$ cat config.mk
export PLATFORM = sky130hd
export DESIGN_NAME = agccs_cfg
export DESIGN_NICKNAME = d
export VERILOG_FILES = /design/src/hdl/agccs_pkg.sv /design/src/hdl/agccs_cfg.sv
export SDC_FILE = /design/constraint.sdc
export NUM_CORES = 1
export LEC_CHECK = 0
export BUFFER_PORTS_ARGS = -buffer_cell sky130_fd_sc_hd__buf_4
export CAP_MARGIN = 15
export CORE_MARGIN = 2
export CORE_UTILIZATION = 52
export CTS_CLUSTER_SIZE = 40
export DETAILED_ROUTE_END_ITERATION = 10
export PLACE_DENSITY = 0.81
export SYNTH_ARGS = -nofsm -noshare
export SYNTH_HDL_FRONTEND = slang
export SYNTH_SLANG_ARGS = --single-unit
export TNS_END_PERCENT = 10
$ cat constraint.sdc
create_clock -name clk_sys -period 2.78 [get_ports clk_sys]
set_input_delay 0.556 -clock clk_sys [delete_from_list [all_inputs] [get_ports clk_sys]]
set_output_delay 0.556 -clock clk_sys [all_outputs]
set_load 0.01 [all_outputs]
$ cat src/hdl/agccs_pkg.sv
`default_nettype none
package agccs_pkg;

	// ========================================
	// register map
	localparam int unsigned ADDR_W                  = 8;
	localparam int unsigned DATA_W                  = 8;
	localparam logic [7:0]  GAIN_CEILING_TARGET_OFS = 8'h1b;
	localparam logic [7:0]  PRIO_CS_OFS             = 8'h1c;
	localparam logic [7:0]  GAIN_CEILING_TARGET_RST = 8'h03;
	localparam logic [7:0]  PRIO_CS_RST             = 8'h40;

	// ========================================
	// field positions
	localparam int unsigned DIGITAL_CEIL_POS = 6;
	localparam int unsigned FRONT_CEIL_POS   = 3;
	localparam int unsigned AMP_TARGET_POS   = 0;
	localparam int unsigned PRIORITY_POS     = 6;
	localparam int unsigned REL_CS_POS       = 4;
	localparam int unsigned ABS_CS_POS       = 0;

	// ========================================
	// gain ranges and codes
	localparam logic [2:0] DIGITAL_TOP_STEP   = 3'h7;
	localparam logic [2:0] FRONT_MAX_RED      = 3'h7;
	localparam logic [3:0] ABS_CS_DISABLE     = 4'h8;
	localparam logic [1:0] REL_CS_DISABLE     = 2'h0;

	typedef struct packed {
		logic [1:0] digital_gain_ceiling;
		logic [2:0] front_amp_gain_ceiling;
		logic [2:0] amplitude_target;
	} agccs_ceiling_target_t;

	typedef struct packed {
		logic       reserved;
		logic       amp_stage_priority;
		logic [1:0] relative_cs_threshold;
		logic [3:0] absolute_cs_threshold;
	} agccs_prio_cs_t;

	typedef struct packed {
		logic [2:0] digital_gain_step;
		logic [2:0] first_amp_reduction;
		logic [2:0] second_amp_reduction;
	} agccs_gain_t;

	// amplitude target code to dB
	function automatic logic [7:0] agccs_target_db(input logic [2:0] code);
		logic [7:0] db;
		case (code)
			3'h0: db = 8'h18;
			3'h1: db = 8'h1b;
			3'h2: db = 8'h1e;
			3'h3: db = 8'h21;
			3'h4: db = 8'h24;
			3'h5: db = 8'h26;
			3'h6: db = 8'h28;
			default: db = 8'h2a;
		endcase
		return db;
	endfunction

	// relative carrier sense code to dB rise
	function automatic logic [7:0] agccs_rel_db(input logic [1:0] code);
		logic [7:0] db;
		case (code)
			2'h1: db = 8'h06;
			2'h2: db = 8'h0a;
			default: db = 8'h0e;
		endcase
		return db;
	endfunction

endpackage

`default_nettype wire

$ cat src/hdl/agccs_cfg.sv
// The plain strobed port was chosen for this implementation.
`timescale 1ns/1ps
`default_nettype none

// Functional notes
// - digital gain ceiling code N removes the top N digital gain steps.
// - front gain ceiling code caps both stages' combined gain below full.
// - gain loop steers averaged filter amplitude toward the target.
// - target codes 0..7 mean 24,27,30,33,36,38,40,42 dB; reset is 3.
// - priority one, reset value: reduce first stage before second stage.
// - priority zero: drive second stage to minimum, then reduce first stage.
// - relative threshold zero, reset value, disables relative carrier sense.
// - relative codes 1,2,3 assert sense on 6,10,14 dB strength rise.
// - absolute threshold is signed dB offset from target; sense at that level.
// - code -8 disables absolute sense; -7..+7 offsets that many dB.
module agccs_cfg
	import agccs_pkg::*;
(
	// clock and reset
	input  wire logic              clk_sys,
	input  wire logic              rst,
	// register port
	input  wire logic [ADDR_W-1:0] reg_addr,
	input  wire logic [DATA_W-1:0] reg_wdata,
	input  wire logic              reg_wr,
	input  wire logic              reg_rd,
	output logic      [DATA_W-1:0] reg_rdata,
	// averaged channel filter amplitude, dB
	input  wire logic              amp_valid,
	input  wire logic [7:0]        amp_level,
	// received strength, dB
	input  wire logic              received_strength_value_valid,
	input  wire logic [7:0]        received_strength_value,
	input  wire logic              cs_restart,
	// gain and sense outputs
	output agccs_gain_t            gain,
	output logic                   carrier_sense
);

	// ========================================
	// register file
	agccs_ceiling_target_t ceil_tgt;
	agccs_ceiling_target_t next_ceil_tgt;
	agccs_prio_cs_t        prio_cs;
	agccs_prio_cs_t        next_prio_cs;
	logic [DATA_W-1:0]     next_reg_rdata;

	always_comb
	begin
		next_ceil_tgt  = ceil_tgt;
		next_prio_cs   = prio_cs;
		next_reg_rdata = '0;
		if (reg_wr && reg_addr == GAIN_CEILING_TARGET_OFS)
		begin
			next_ceil_tgt = reg_wdata;
		end
		if (reg_wr && reg_addr == PRIO_CS_OFS)
		begin
			next_prio_cs          = reg_wdata;
			// top bit is reserved and always reads zero
			next_prio_cs.reserved = 1'b0;
		end
		if (reg_rd)
		begin
			case (reg_addr)
				GAIN_CEILING_TARGET_OFS: next_reg_rdata = ceil_tgt;
				PRIO_CS_OFS:             next_reg_rdata = prio_cs;
				default:                 next_reg_rdata = '0;
			endcase
		end
	end

	always_ff @(posedge clk_sys or posedge rst)
	begin
		if (rst)
		begin
			ceil_tgt  <= GAIN_CEILING_TARGET_RST;
			prio_cs   <= PRIO_CS_RST;
			reg_rdata <= '0;
		end
		else
		begin
			ceil_tgt  <= next_ceil_tgt;
			prio_cs   <= next_prio_cs;
			reg_rdata <= next_reg_rdata;
		end
	end

	// ========================================
	// gain control
	logic [2:0] digital_max;
	logic [3:0] front_total;
	logic [7:0] target_db;
	logic       front_can_drop;
	logic       front_can_raise;
	agccs_gain_t next_gain;

	assign digital_max = DIGITAL_TOP_STEP - {1'b0, ceil_tgt.digital_gain_ceiling};
	assign front_total = {1'b0, gain.first_amp_reduction} + {1'b0, gain.second_amp_reduction};
	assign target_db   = agccs_target_db(ceil_tgt.amplitude_target);
	assign front_can_drop  = (gain.first_amp_reduction != FRONT_MAX_RED)
		|| (gain.second_amp_reduction != FRONT_MAX_RED);
	// raising is allowed only while the combined cut stays at or above the ceiling
	assign front_can_raise = front_total > {1'b0, ceil_tgt.front_amp_gain_ceiling};

	function automatic agccs_gain_t reduce_front(input agccs_gain_t g, input logic first_prio);
		agccs_gain_t r;
		r = g;
		if (first_prio)
		begin
			if (g.first_amp_reduction != FRONT_MAX_RED)
				r.first_amp_reduction = g.first_amp_reduction + 3'h1;
			else if (g.second_amp_reduction != FRONT_MAX_RED)
				r.second_amp_reduction = g.second_amp_reduction + 3'h1;
		end
		else
		begin
			if (g.second_amp_reduction != FRONT_MAX_RED)
				r.second_amp_reduction = g.second_amp_reduction + 3'h1;
			else if (g.first_amp_reduction != FRONT_MAX_RED)
				r.first_amp_reduction = g.first_amp_reduction + 3'h1;
		end
		return r;
	endfunction

	// gain comes back in the reverse order it was taken away
	function automatic agccs_gain_t restore_front(input agccs_gain_t g, input logic first_prio);
		agccs_gain_t r;
		r = g;
		if (first_prio)
		begin
			if (g.second_amp_reduction != 3'h0)
				r.second_amp_reduction = g.second_amp_reduction - 3'h1;
			else if (g.first_amp_reduction != 3'h0)
				r.first_amp_reduction = g.first_amp_reduction - 3'h1;
		end
		else
		begin
			if (g.first_amp_reduction != 3'h0)
				r.first_amp_reduction = g.first_amp_reduction - 3'h1;
			else if (g.second_amp_reduction != 3'h0)
				r.second_amp_reduction = g.second_amp_reduction - 3'h1;
		end
		return r;
	endfunction

	always_comb
	begin
		next_gain = gain;
		if (gain.digital_gain_step > digital_max)
		begin
			// a lowered ceiling takes effect at once, not on the next amplitude sample
			next_gain.digital_gain_step = digital_max;
		end
		else if (front_total < {1'b0, ceil_tgt.front_amp_gain_ceiling})
		begin
			next_gain = reduce_front(gain, prio_cs.amp_stage_priority);
		end
		else if (amp_valid && amp_level > target_db)
		begin
			if (front_can_drop)
				next_gain = reduce_front(gain, prio_cs.amp_stage_priority);
			else if (gain.digital_gain_step != 3'h0)
				next_gain.digital_gain_step = gain.digital_gain_step - 3'h1;
		end
		else if (amp_valid && amp_level < target_db)
		begin
			if (gain.digital_gain_step < digital_max)
				next_gain.digital_gain_step = gain.digital_gain_step + 3'h1;
			else if (front_can_raise)
				next_gain = restore_front(gain, prio_cs.amp_stage_priority);
		end
	end

	always_ff @(posedge clk_sys or posedge rst)
	begin
		if (rst)
		begin
			gain <= '{DIGITAL_TOP_STEP, 3'h0, 3'h0};
		end
		else
		begin
			gain <= next_gain;
		end
	end

	// ========================================
	// carrier sense
	logic        abs_enabled;
	logic        rel_enabled;
	logic [9:0]  abs_level;
	logic        abs_hit;
	logic        rel_hit;
	logic [7:0]  strength_ref;
	logic        ref_valid;
	logic [7:0]  next_strength_ref;
	logic        next_ref_valid;
	logic        next_carrier_sense;

	assign abs_enabled = prio_cs.absolute_cs_threshold != ABS_CS_DISABLE;
	assign rel_enabled = prio_cs.relative_cs_threshold != REL_CS_DISABLE;
	assign abs_level   = {2'h0, target_db}
		+ {{6{prio_cs.absolute_cs_threshold[3]}}, prio_cs.absolute_cs_threshold};
	assign abs_hit     = $signed({2'h0, received_strength_value}) >= $signed(abs_level);
	assign rel_hit     = ref_valid && ({1'b0, received_strength_value}
		>= {1'b0, strength_ref} + {1'b0, agccs_rel_db(prio_cs.relative_cs_threshold)});

	always_comb
	begin
		next_strength_ref  = strength_ref;
		next_ref_valid     = ref_valid;
		next_carrier_sense = carrier_sense;
		// reference tracks the quietest level seen since restart
		if (cs_restart || !rel_enabled)
		begin
			next_ref_valid = 1'b0;
		end
		else if (received_strength_value_valid && (!ref_valid || received_strength_value < strength_ref))
		begin
			next_strength_ref = received_strength_value;
			next_ref_valid    = 1'b1;
		end
		if (!abs_enabled && !rel_enabled)
		begin
			next_carrier_sense = 1'b0;
		end
		else if (received_strength_value_valid)
		begin
			next_carrier_sense = (abs_enabled && abs_hit) || (rel_enabled && rel_hit);
		end
	end

	always_ff @(posedge clk_sys or posedge rst)
	begin
		if (rst)
		begin
			strength_ref  <= '0;
			ref_valid     <= 1'b0;
			carrier_sense <= 1'b0;
		end
		else
		begin
			strength_ref  <= next_strength_ref;
			ref_valid     <= next_ref_valid;
			carrier_sense <= next_carrier_sense;
		end
	end

endmodule

`default_nettype wire

==> impl_results.md, run 1 <==
- Outcome: finished, violations left
- Failing checks: setup timing
- Overflow after GRT: 0
- Layout area overhead: 28.09%
- Post-route antenna net violation count: 0
- Longest Clk Path Bufs: 2
- CP required: 2.96 ns
- P_int: 0.002089 W
- Hold Crit Class: in -> async
- Rel. slew slack: 0.5785
- Final hold vios: 0
- Global-route wire length before repair: 15.24 mm
- Number of buffers created by CTS: 5
- Pin count of the biggest net entering global routing: 43
- Max Fclk: 332.8 MHz
- RR Endpoint: carrier_sense$_DFFE_PP0P_
- Syn Std Cell Area: 3648 um2
- Ports: 57
- Sequential-to-total area share from yosys stat: 0.2901
- Clk root buf: clkbuf_8
- Site Rows: 30
- Worst setup EP type: register
- Post-route cell area: 4673 um2
- Reg2reg start: ceil_tgt[0]$_DFFE_PP1P_
- Most common cell after layout, fill and taps aside: buf_4
- Reg power frac: 0.240
- Cells after Synth: 387
- Pre-CTS setup slack: -0.2092 ns
- Setup violations, final: 3
- Minimum clock period: 3.005 ns
- CTS tree: yes
- Reg-to-reg slack, setup: -0.22 ns
- Initial DRC Count: 171
- Final worst setup slack: -0.2248 ns
- H-tree depth: 2
- Initial antenna violation count: 0
- Tcrit/Tclk final: 1.081
- CP max FO: 3
- Synth Flop Type: dfrtp_1
- Vias in the first global route: 3,294
- DRT Pass-1 Iters: 4
- Cell variety after synth: 64
- Seq cells post-synth: 42
- Worst Max-Slew Pin Slew: 0.6322 ns
- Clk pwr share: 0.136
- CP Launch Point: ceil_tgt[0]$_DFFE_PP1P_
- CP Data Arrival Time: 3.18 ns
- Layout Nets: 578
- Worst R2R Path Depth: 14
- Gate power share: 0.624
- GRT Util Overall: 0.2476
- Placer Congestion: 0.8613
- Syn avg cell area: 9.428 um2
- RSZ-0062 raised after global routing: yes
- Pleak: 2.291 nW
- Share of cells above drive strength 1: 0.3264
- Max Cap Viol: 0
- Initial Util: 0.5370
- Switching share of total power: 0.4404
- Post-synth net total: 482
- Warnings from Yosys: 0
- Postcts setup bufs: 0
- Post-DP HPWL: 7.177 mm
- Setup Skew: 0.01142 ns
- # fillers: 509
- DRC: 0
- Pins over their slew limit: 0
- Cell Area, Placed: 4471 um2
- CORE AREA: 6794 um2
- Clock Latency Late Sink: 0.30 ns
- Psw: 0.001644 W
- Startpoint Class: register
- Port Buffer Count: 56
- Maximum vdd drop: 624.3 uV
- Pwr dens: 798.8 nW/um2
- CTS Sinks: 42
- Most frequent cells in the layout: buf_4 (92), ha_1 (51), dfrtp_1 (36)
- Total Power: 0.003733 W
- Ys async rst share: 1.000
- Vias/cell: 5.750
- Hold Buf Count CTS: 0
- Clock transition at path regs: 0.10 ns
- Antenna diode count: 0
- Die X: 87.77 um
- Via Count: 3,335
- Die area: 7703 um2
- Final WL: 9.213 mm
- Number of synthesized flops with an enable pin: 0
- WS Path Type: reg -> reg
- Avg WL per Cell: 15.88 um
- Die H: 87.77 um
## how the worst max path moves through the flow
stage,to,slack (ns),depth (start not counted)
final,carrier_sense$_DFFE_PP0P_,-0.22,14
after floorplan,carrier_sense$_DFFE_PP0P_,0.02,13
after CTS,carrier_sense$_DFFE_PP0P_,-0.18,13
after global routing,carrier_sense$_DFFE_PP0P_,-0.39,14
after detailed placement,carrier_sense$_DFFE_PP0P_,-0.21,14
after global placement,carrier_sense$_DFFE_PP0P_,-0.09,14
## flip-flops by register name, indices dropped and copies added, names as in the netlist
name,cells
prio_cs,7
strength_ref,8
gain,9
ceil_tgt,8
ref_valid,1
reg_rdata,8
carrier_sense,1
## Yosys cell counts, drive strengths merged (4+ instances only)
cell     n  area share
nand4   12       0.021
and3     4      0.0082
xnor2   11       0.026
nor2b   15       0.026
a31oi   10       0.021
nand3   17       0.023
nand2   19       0.022
xor2     4      0.0096
nor3     9       0.017
dfstp    6       0.043
ha      52        0.18
nor2    22       0.023
a21oi   22       0.030
mux2    15       0.046
dfrtp   36        0.25
inv     34       0.035
nand2b   7       0.012
fa       4       0.022
a22oi    9       0.020
o21ai   18       0.026
or3      4      0.0069
o211ai   9       0.019
a21o     8       0.016
## per-layer routing
metal	wire length, um	share of wire	vias to the layer above	GRT usage
met3	458	0.050	13	0.04053
met5	0	0	-	0
li1	-	-	1617	-
met2	4414	0.48	102	0.4125
met1	4213	0.46	1603	0.3381
met4	127	0.014	0	0.05874
## logic make-up (layout without fill, tap and decap cells)
| family | after synthesis | in the layout | share of synthesized area |
|---|---|---|---|
| xor gates and xnor gates | 15 | 15 | 0.03601 |
| and+or+nand+nor | 121 | 121 | 0.1941 |
| buffers and inverters | 38 | 135 | 0.04115 |
| DFF | 42 | 42 | 0.2901 |
| muxes | 15 | 15 | 0.04630 |
| AOI/OAI and AO/OA | 100 | 100 | 0.1920 |
| adders and majority gates | 56 | 56 | 0.2003 |
## power by group through the flow
stage | clock network (W) | registers [W] | logic, W
after global routing | 0.000536 | 0.000919 | 0.00259
after floorplan | 0 | 0.000948 | 0.00138
after CTS | 0.000510 | 0.000895 | 0.00225
after global placement | 0 | 0.000898 | 0.00206
after detailed placement | 0 | 0.000905 | 0.00217
final | 0.000507 | 0.000898 | 0.00233
## worst max-delay path, stage by stage, from the launching register on
cell and delay (ns):
dfstp_2 0.38, inv_1 0.13, nor2_1 0.09, ha_1 0.24
fa_2 0.38, a21o_1 0.20, a21oi_2 0.17, xnor2_1 0.14
ha_1 0.28, a21o_1 0.18, a21oi_2 0.14, o31ai_2 0.08
nand3_1 0.09, a311oi_1 0.08, a311o_1 0.29
## layout make-up
class | instances | area (um2) | share of cell area
clock buffer | 5 | 68.82 | 0.01473
tap | 96 | 120.1 | 0.02570
inverter | 34 | 127.6 | 0.02731
clock inverter | 3 | 43.79 | 0.009371
sequential | 42 | 1059 | 0.2265
timing repair buffer | 93 | 701.9 | 0.1502
multi-input combinational | 307 | 2552 | 0.5462
## per-stage QoR
step,util,hold slack (ns),TNS [ns],std cells
floorplan,-,0.4405,0,387
global placement,0.6580,0.4895,-0.1016,572
detailed placement,0.6580,0.5133,-0.6452,572
CTS,0.6816,0.4134,-0.4674,580
global route,0.6878,0.4158,-1.328,580
finish,0.6878,0.3887,-0.2448,580
## what timing repair did
item,CTS,global route
resized for setup,15,8
endpoints found under the setup margin,10,10
pin swaps,5,1
(Power assumes the default switching activity.)
==> run 2, diff against run 1 <==
- ABC_AREA: not set -> 1
- CORE_MARGIN: 2 -> not set
- CORE_UTILIZATION: 52 -> 54
- CTS_BUF_LIST: not set -> sky130_fd_sc_hd__clkbuf_4 sky130_fd_sc_hd__clkbuf_8
- PLACE_DENSITY: 0.81 -> 0.83
==> run 2 against run 1 <==
The run still ends with setup timing left. Non-clock buffer count is 15 lower. Area after synthesis is 6.4% higher. Register-to-register slack better by 0.06 ns. Cell area is 1.4% higher. Clock power is 0.8% higher. Sequential share of layout area is 0.28 points lower. Critical path depth is 4 higher. First-iteration DRC count is 55% higher. Critical endpoint unchanged. Highest routed layer unchanged.
==> impl_results.md, run 2 <==
- DRC: 0
- Vias in the first global route: 3,450
- Count leader, synth: nand2_1
- Share of cells above drive strength 1: 0.2267
- Avg WL per Cell: 12.96 um
- RSZ-0062 raised after global routing: yes
- Placer Congestion: 0.8878
- Hold Crit Class: in -> async
- Die H: 86.78 um
- Post-route cell area: 4738 um2
- CORE AREA: 6869 um2
- Ys async rst share: 1.000
- Clock Latency Late Sink: 0.30 ns
- Maximum vdd drop: 592.7 uV
- Failing checks: setup timing
- Setup_tns: -0.2954 ns
- DRT Pass-1 Iters: 4
- Layout area overhead: 22.08%
- Syn Std Cell Area: 3881 um2
- Layout Nets: 716
- CTS Sinks: 42
- Top cell by count, worst path: nand2_1
- DP Cell Count: 701
- Cell Area, Placed: 4467 um2
- Final worst setup slack: -0.1666 ns
- Most common cell after layout, fill and taps aside: nand2_1
- Footprint of the multi-input gates: 2537 um2
- Syn avg cell area: 7.135 um2
- Seq cells post-synth: 42
- Post-Layout Cell Count: 718
- Setup violations, final: 7
- CP required: 2.99 ns
- Max reg flops: 9
- Synth area leaders: dfrtp_1 (23%), ha_1 (17%), nand2_1 (17%)
- Die area: 7531 um2
- Reg with most FFs: gain
- Number of synthesized flops with an enable pin: 0
- Minimum clock period: 2.947 ns
- CP cell instances: inv_2 -> o211ai_1 -> ha_1 -> nand3_1 -> nand2_2 -> buf_4 -> xnor2_2 -> ha_1 -> a21oi_1 -> nor2_1 -> nor2_2 -> nand2_1 -> nand2_1 -> nand3_1 -> o21ai_1 -> nand2_1 -> nand2_1 -> nand2_1
- # fillers: 544
- Worst Max-Slew Pin Slew: 0.5808 ns
- Critical Path Max Stage Delay: 0.56 ns
- Post-route antenna net violation count: 0
- Tcrit/Tclk final: 1.060
- Register area: 1060 um2
- Post-DP HPWL: 7.051 mm
- Longest Clk Path Bufs: 2
- Initial Util: 0.5650
- Die X: 86.78 um
- Max Cap Viol: 0
- Startpoint Class: register
- Pin count of the biggest net entering global routing: 43
- Total Power: 0.003653 W
- Cell variety after synth: 42
- GRT Util Overall: 0.2538
- Critical path's slowest cell: dfstp_2
- Initial antenna violation count: 0
- Sequential-to-total area share from yosys stat: 0.2727
- Final Util: 0.6898
- Worst setup EP type: register
- Initial DRC Count: 265
- CP Data Arrival Time: 3.15 ns
- Pins over their slew limit: 0
- Most area-hungry cell type in the Yosys netlist: dfrtp_1
- Final hold vios: 0
- Rel. slew slack: 0.6124
- Overflow after GRT: 0
- WS Path Type: reg -> reg
- Max Fclk: 339.4 MHz
- CTS tree: yes
- Pwr dens: 770.9 nW/um2
- Outcome: finished, violations left
- Ports: 57
- Site Rows: 30
- Number of buffers created by CTS: 5
- Setup Skew: 0.009275 ns
- Clk root buf: clkbuf_8
- Port Buffer Count: 56
- Hold Buf Count CTS: 0
- Post-synth net total: 639
- Vias/cell: 5.202
- Cells after Synth: 544
- CP max FO: 4
- Warnings from Yosys: 0
- Final WL: 9.308 mm
- Via Count: 3,735
- Pleak: 2.695 nW
- Antenna diode count: 0
- Global-route wire length before repair: 15.17 mm
- H-tree depth: 2
- Post-synth top area share: 0.2321
- Clock transition at path regs: 0.09 ns
- Synth Flop Type: dfrtp_1
- Most frequent cells in the layout: nand2_1 (169), inv_1 (80), buf_4 (77)
- Commonest cells post-synth: nand2_1 (172), inv_1 (83), ha_1 (52)
run 2: changes by cell type after synthesis, sizes merged, moves of 8 or more:
| cell | previous run | this run |
|---|---|---|
| a22oi | 9 | 0 |
| mux2 | 15 | 1 |
| nor2b | 15 | 0 |
| nand3 | 17 | 42 |
| nand2 | 19 | 181 |
| inv | 34 | 85 |
| nand4 | 12 | 4 |
| a31oi | 10 | 2 |
| nor2 | 22 | 34 |
| xnor2 | 11 | 3 |
run 2: metal layers:
metal,track usage,share of wire,vias up
met5,0,0,-
met4,0.05303,0.017,0
met3,0.03238,0.055,16
met2,0.4302,0.48,115
met1,0.3468,0.45,1716
li1,-,-,1888
run 2: report_power, final:
group / switching, W / internal (W)
Clock: 0.000241 / 0.000270
Combinational: 0.00138 / 0.000920
Sequential: 0.000103 / 0.000738
run 2: cells by family after synthesis:
| kind of cell | count (synthesis) | synth area share |
|---|---|---|
| and+or+nand+nor | 276 | 0.3201 |
| DFF | 42 | 0.2727 |
| muxes | 1 | 0.002901 |
| adders and majority gates | 56 | 0.1883 |
| AOI/OAI and AO/OA | 64 | 0.09316 |
| buffers and inverters | 93 | 0.09574 |
| xor gates and xnor gates | 12 | 0.02708 |
run 2: final cells by class:
type / count / share of cell area
sequential: 42 / 0.2237
clock buffer: 5 / 0.01452
tap: 96 / 0.02535
timing repair buffer: 78 / 0.1244
clock inverter: 3 / 0.009242
inverter: 85 / 0.06734
multi-input combinational: 409 / 0.5355
run 2: what timing repair did:
| action | CTS | global route |
|---|---|---|
| resized for setup | 4 | 18 |
| setup endpoints to repair | 2 | 10 |
| pin swaps | 10 | 16 |
| setup buffers | 2 | 7 |
run 2: through the flow:
stage               worst slack (ns)  hold slack (ns)
finish                       -0.1666           0.3968
global route                 -0.2978           0.4537
CTS                          -0.1288           0.4091
detailed placement           -0.1009           0.4760
global placement             0.03579           0.4671
floorplan                     0.1371           0.4570
run 2: critical path, delay by kind of cell, from the launching register on:
| kind | cells | cell delay [ns] |
|---|---|---|
| buffers and inverters | 2 | 0.21 |
| xor gates and xnor gates | 1 | 0.12 |
| DFF | 1 | 0.56 |
| and+or+nand+nor | 10 | 0.77 |
| AOI/OAI and AO/OA | 3 | 0.59 |
| adders and majority gates | 2 | 0.61 |
run 2: path summary, 6_finish.rpt:
| check | startpoint | to | slack, ns | cells after the start |
|---|---|---|---|---|
| hold / removal | rst | strength_ref[3]$_DFFE_PP0P_ | 0.40 | 3 |
| max in group asynchronous | rst | ceil_tgt[2]$_DFFE_PP0P_ | 1.98 | 3 |
| hold reg to reg | carrier_sense$_DFFE_PP0P_ | carrier_sense$_DFFE_PP0P_ | 0.49 | 2 |
| setup reg to reg | ceil_tgt[0]$_DFFE_PP1P_ | carrier_sense$_DFFE_PP0P_ | -0.17 | 18 |
| setup / recovery | ceil_tgt[0]$_DFFE_PP1P_ | carrier_sense$_DFFE_PP0P_ | -0.17 | 18 |
| min in group clk_sys | reg_wdata[5] | ceil_tgt[5]$_DFFE_PP0P_ | 0.47 | 3 |
==> run 3, diff against run 2 <==
- PLACE_DENSITY: 0.83 -> 0.75
==> run 3 against run 2 <==
The flow still finishes with violations (setup timing). Cell area grew 0.32%. Combinational power down 3%. Largest cell class unchanged. First-iteration DRC count decreased by 40%. Critical endpoint is now gain[7]$_DFFE_PP1P_. Cell count down 0.42%. Global-route usage shrank 0.39 points. Critical path type unchanged. Wire length shrank 2.1%. Critical path depth did not move. Flip-flop and latch count did not move. Sequential power grew 2.7%. Die area is the same. Register-to-register slack gained 0.06 ns.
==> impl_results.md, run 3 (synthesis gave the netlist of run 2 again) <==
- Outcome: finished, violations left
- Failing checks: setup timing
- Port Buffer Count: 56
- Overflow after GRT: 0
- Most frequent cells in the layout: nand2_1 (165), inv_1 (80), buf_4 (74)
- Longest Clk Path Bufs: 2
- Max Fclk: 346.6 MHz
- Clock Latency Late Sink: 0.30 ns
- Reg with most FFs: gain
- Final worst setup slack: -0.1053 ns
- Clk root buf: clkbuf_8
- CP Data Arrival Time: 3.13 ns
- Minimum clock period: 2.885 ns
- Total Power: 0.003711 W
- Hold Crit Class: in -> async
- Layout Nets: 713
- Worst R2R Path Depth: 18
- Vias in the first global route: 3,340
- Pins over their slew limit: 0
- Tcrit/Tclk final: 1.038
- Number of buffers created by CTS: 5
- Global-route wire length before repair: 14.77 mm
- RR Endpoint: gain[7]$_DFFE_PP1P_
- Site Rows: 30
- Die X: 86.78 um
- Vias/cell: 5.018
- Die H: 86.78 um
- Die area: 7531 um2
- Max reg flops: 9
- Initial DRC Count: 160
- RSZ-0062 raised after global routing: yes
- Post-DP HPWL: 7.081 mm
- Setup Skew: 0.008035 ns
- DRT Pass-1 Iters: 5
- CTS tree: yes
- Layout area overhead: 22.47%
- Worst Max-Slew Pin Slew: 0.5599 ns
- GRT Util Overall: 0.2498
- Ports: 57
- Setup_tns: -0.1914 ns
- Pre-CTS setup slack: -0.1068 ns
- Hold Buf Count CTS: 0
- CP max FO: 4
- Max Cap Viol: 0
- Worst setup EP type: register
- Pwr dens: 780.8 nW/um2
- Final WL: 9.108 mm
- Maximum vdd drop: 571.9 uV
- WS Path Type: reg -> reg
- Share of cells above drive strength 1: 0.2359
- Clock transition at path regs: 0.08 ns
- Reg2reg start: ceil_tgt[0]$_DFFE_PP1P_
- CTS Sinks: 42
- Initial antenna violation count: 0
- Most common cell after layout, fill and taps aside: nand2_1
- H-tree depth: 2
- Pleak: 2.681 nW
- Initial Util: 0.5650
- CP required: 3.02 ns
- Avg WL per Cell: 12.74 um
- CORE AREA: 6869 um2
- Post-route antenna net violation count: 0
- Placer Congestion: 0.9474
- Via Count: 3,588
- Reg-to-reg slack, setup: -0.11 ns
- Rel. slew slack: 0.6268
- DRC: 0
- Startpoint Class: register
- Pin count of the biggest net entering global routing: 43
- Final hold vios: 0
- Final hold slack: 0.3957 ns
- Final Util: 0.6920
- Setup violations, final: 3
- Antenna diode count: 0
==> run 3: per-layer routing <==
metal	vias up	part of all wire	global-route usage
li1	1885	-	-
met1	1596	0.50	0.3595
met2	99	0.45	0.3987
met3	8	0.040	0.02762
met4	0	0.0097	0.06515
met5	-	0	0
==> run 3: critical path: stages (launching register included) <==
cell,delay [ns]
dfstp_2,0.59
inv_2,0.06
o211ai_1,0.36
buf_4,0.20
inv_1,0.05
ha_1,0.28
nand2_1,0.07
nand2_1,0.04
nand2_1,0.05
nand2_1,0.05
nand2_2,0.10
nand2_4,0.06
nand2_4,0.07
inv_2,0.05
fa_2,0.51
nand2_1,0.05
o22ai_1,0.12
nand2_1,0.07
nand2_1,0.06
==> run 3: metrics by stage <==
| stage | instances | area, um2 |
|---|---|---|
| after floorplan | 544 | 3881 |
| after global placement | 704 | 4489 |
| after detailed placement | 704 | 4489 |
| after CTS | 714 | 4649 |
| after global routing | 715 | 4753 |
| final | 715 | 4753 |
==> run 3: worst max-delay path by stage <==
stage,cells after the start,slack (ns),start,to
after floorplan,21,0.14,ceil_tgt[1]$_DFFE_PP1P_,carrier_sense$_DFFE_PP0P_
after global placement,19,0.04,ceil_tgt[1]$_DFFE_PP1P_,carrier_sense$_DFFE_PP0P_
after detailed placement,18,-0.11,ceil_tgt[0]$_DFFE_PP1P_,carrier_sense$_DFFE_PP0P_
after CTS,17,-0.06,ceil_tgt[0]$_DFFE_PP1P_,carrier_sense$_DFFE_PP0P_
after global routing,19,-0.30,ceil_tgt[0]$_DFFE_PP1P_,carrier_sense$_DFFE_PP0P_
final,18,-0.11,ceil_tgt[0]$_DFFE_PP1P_,gain[7]$_DFFE_PP1P_
==> run 3: repair_timing <==
action                                  4_1_cts  5_1_grt
resized for setup                             4       26
endpoints found under the setup margin        1       10
gates cloned                                  0        0
setup buffers                                 2        1
pin swaps                                    11       18
==> run 3: area by class of cell <==
cell class              count  area, um2
clock buffers               6      82.58
clock inverters             2      60.06
fillers                   588       2116
inverters                  85      319.1
multi-input cells         409       2545
flip-flops and latches     42       1060
well taps                  96      120.1
repair buffers             75      566.8
==> run 3: where the power goes <==
group          leakage, nW  internal (W)  total, W  switching, W
logic                 2.11      0.000894   0.00224       0.00134
registers            0.501      0.000738  0.000865      0.000127
clock network       0.0714      0.000383  0.000608      0.000225
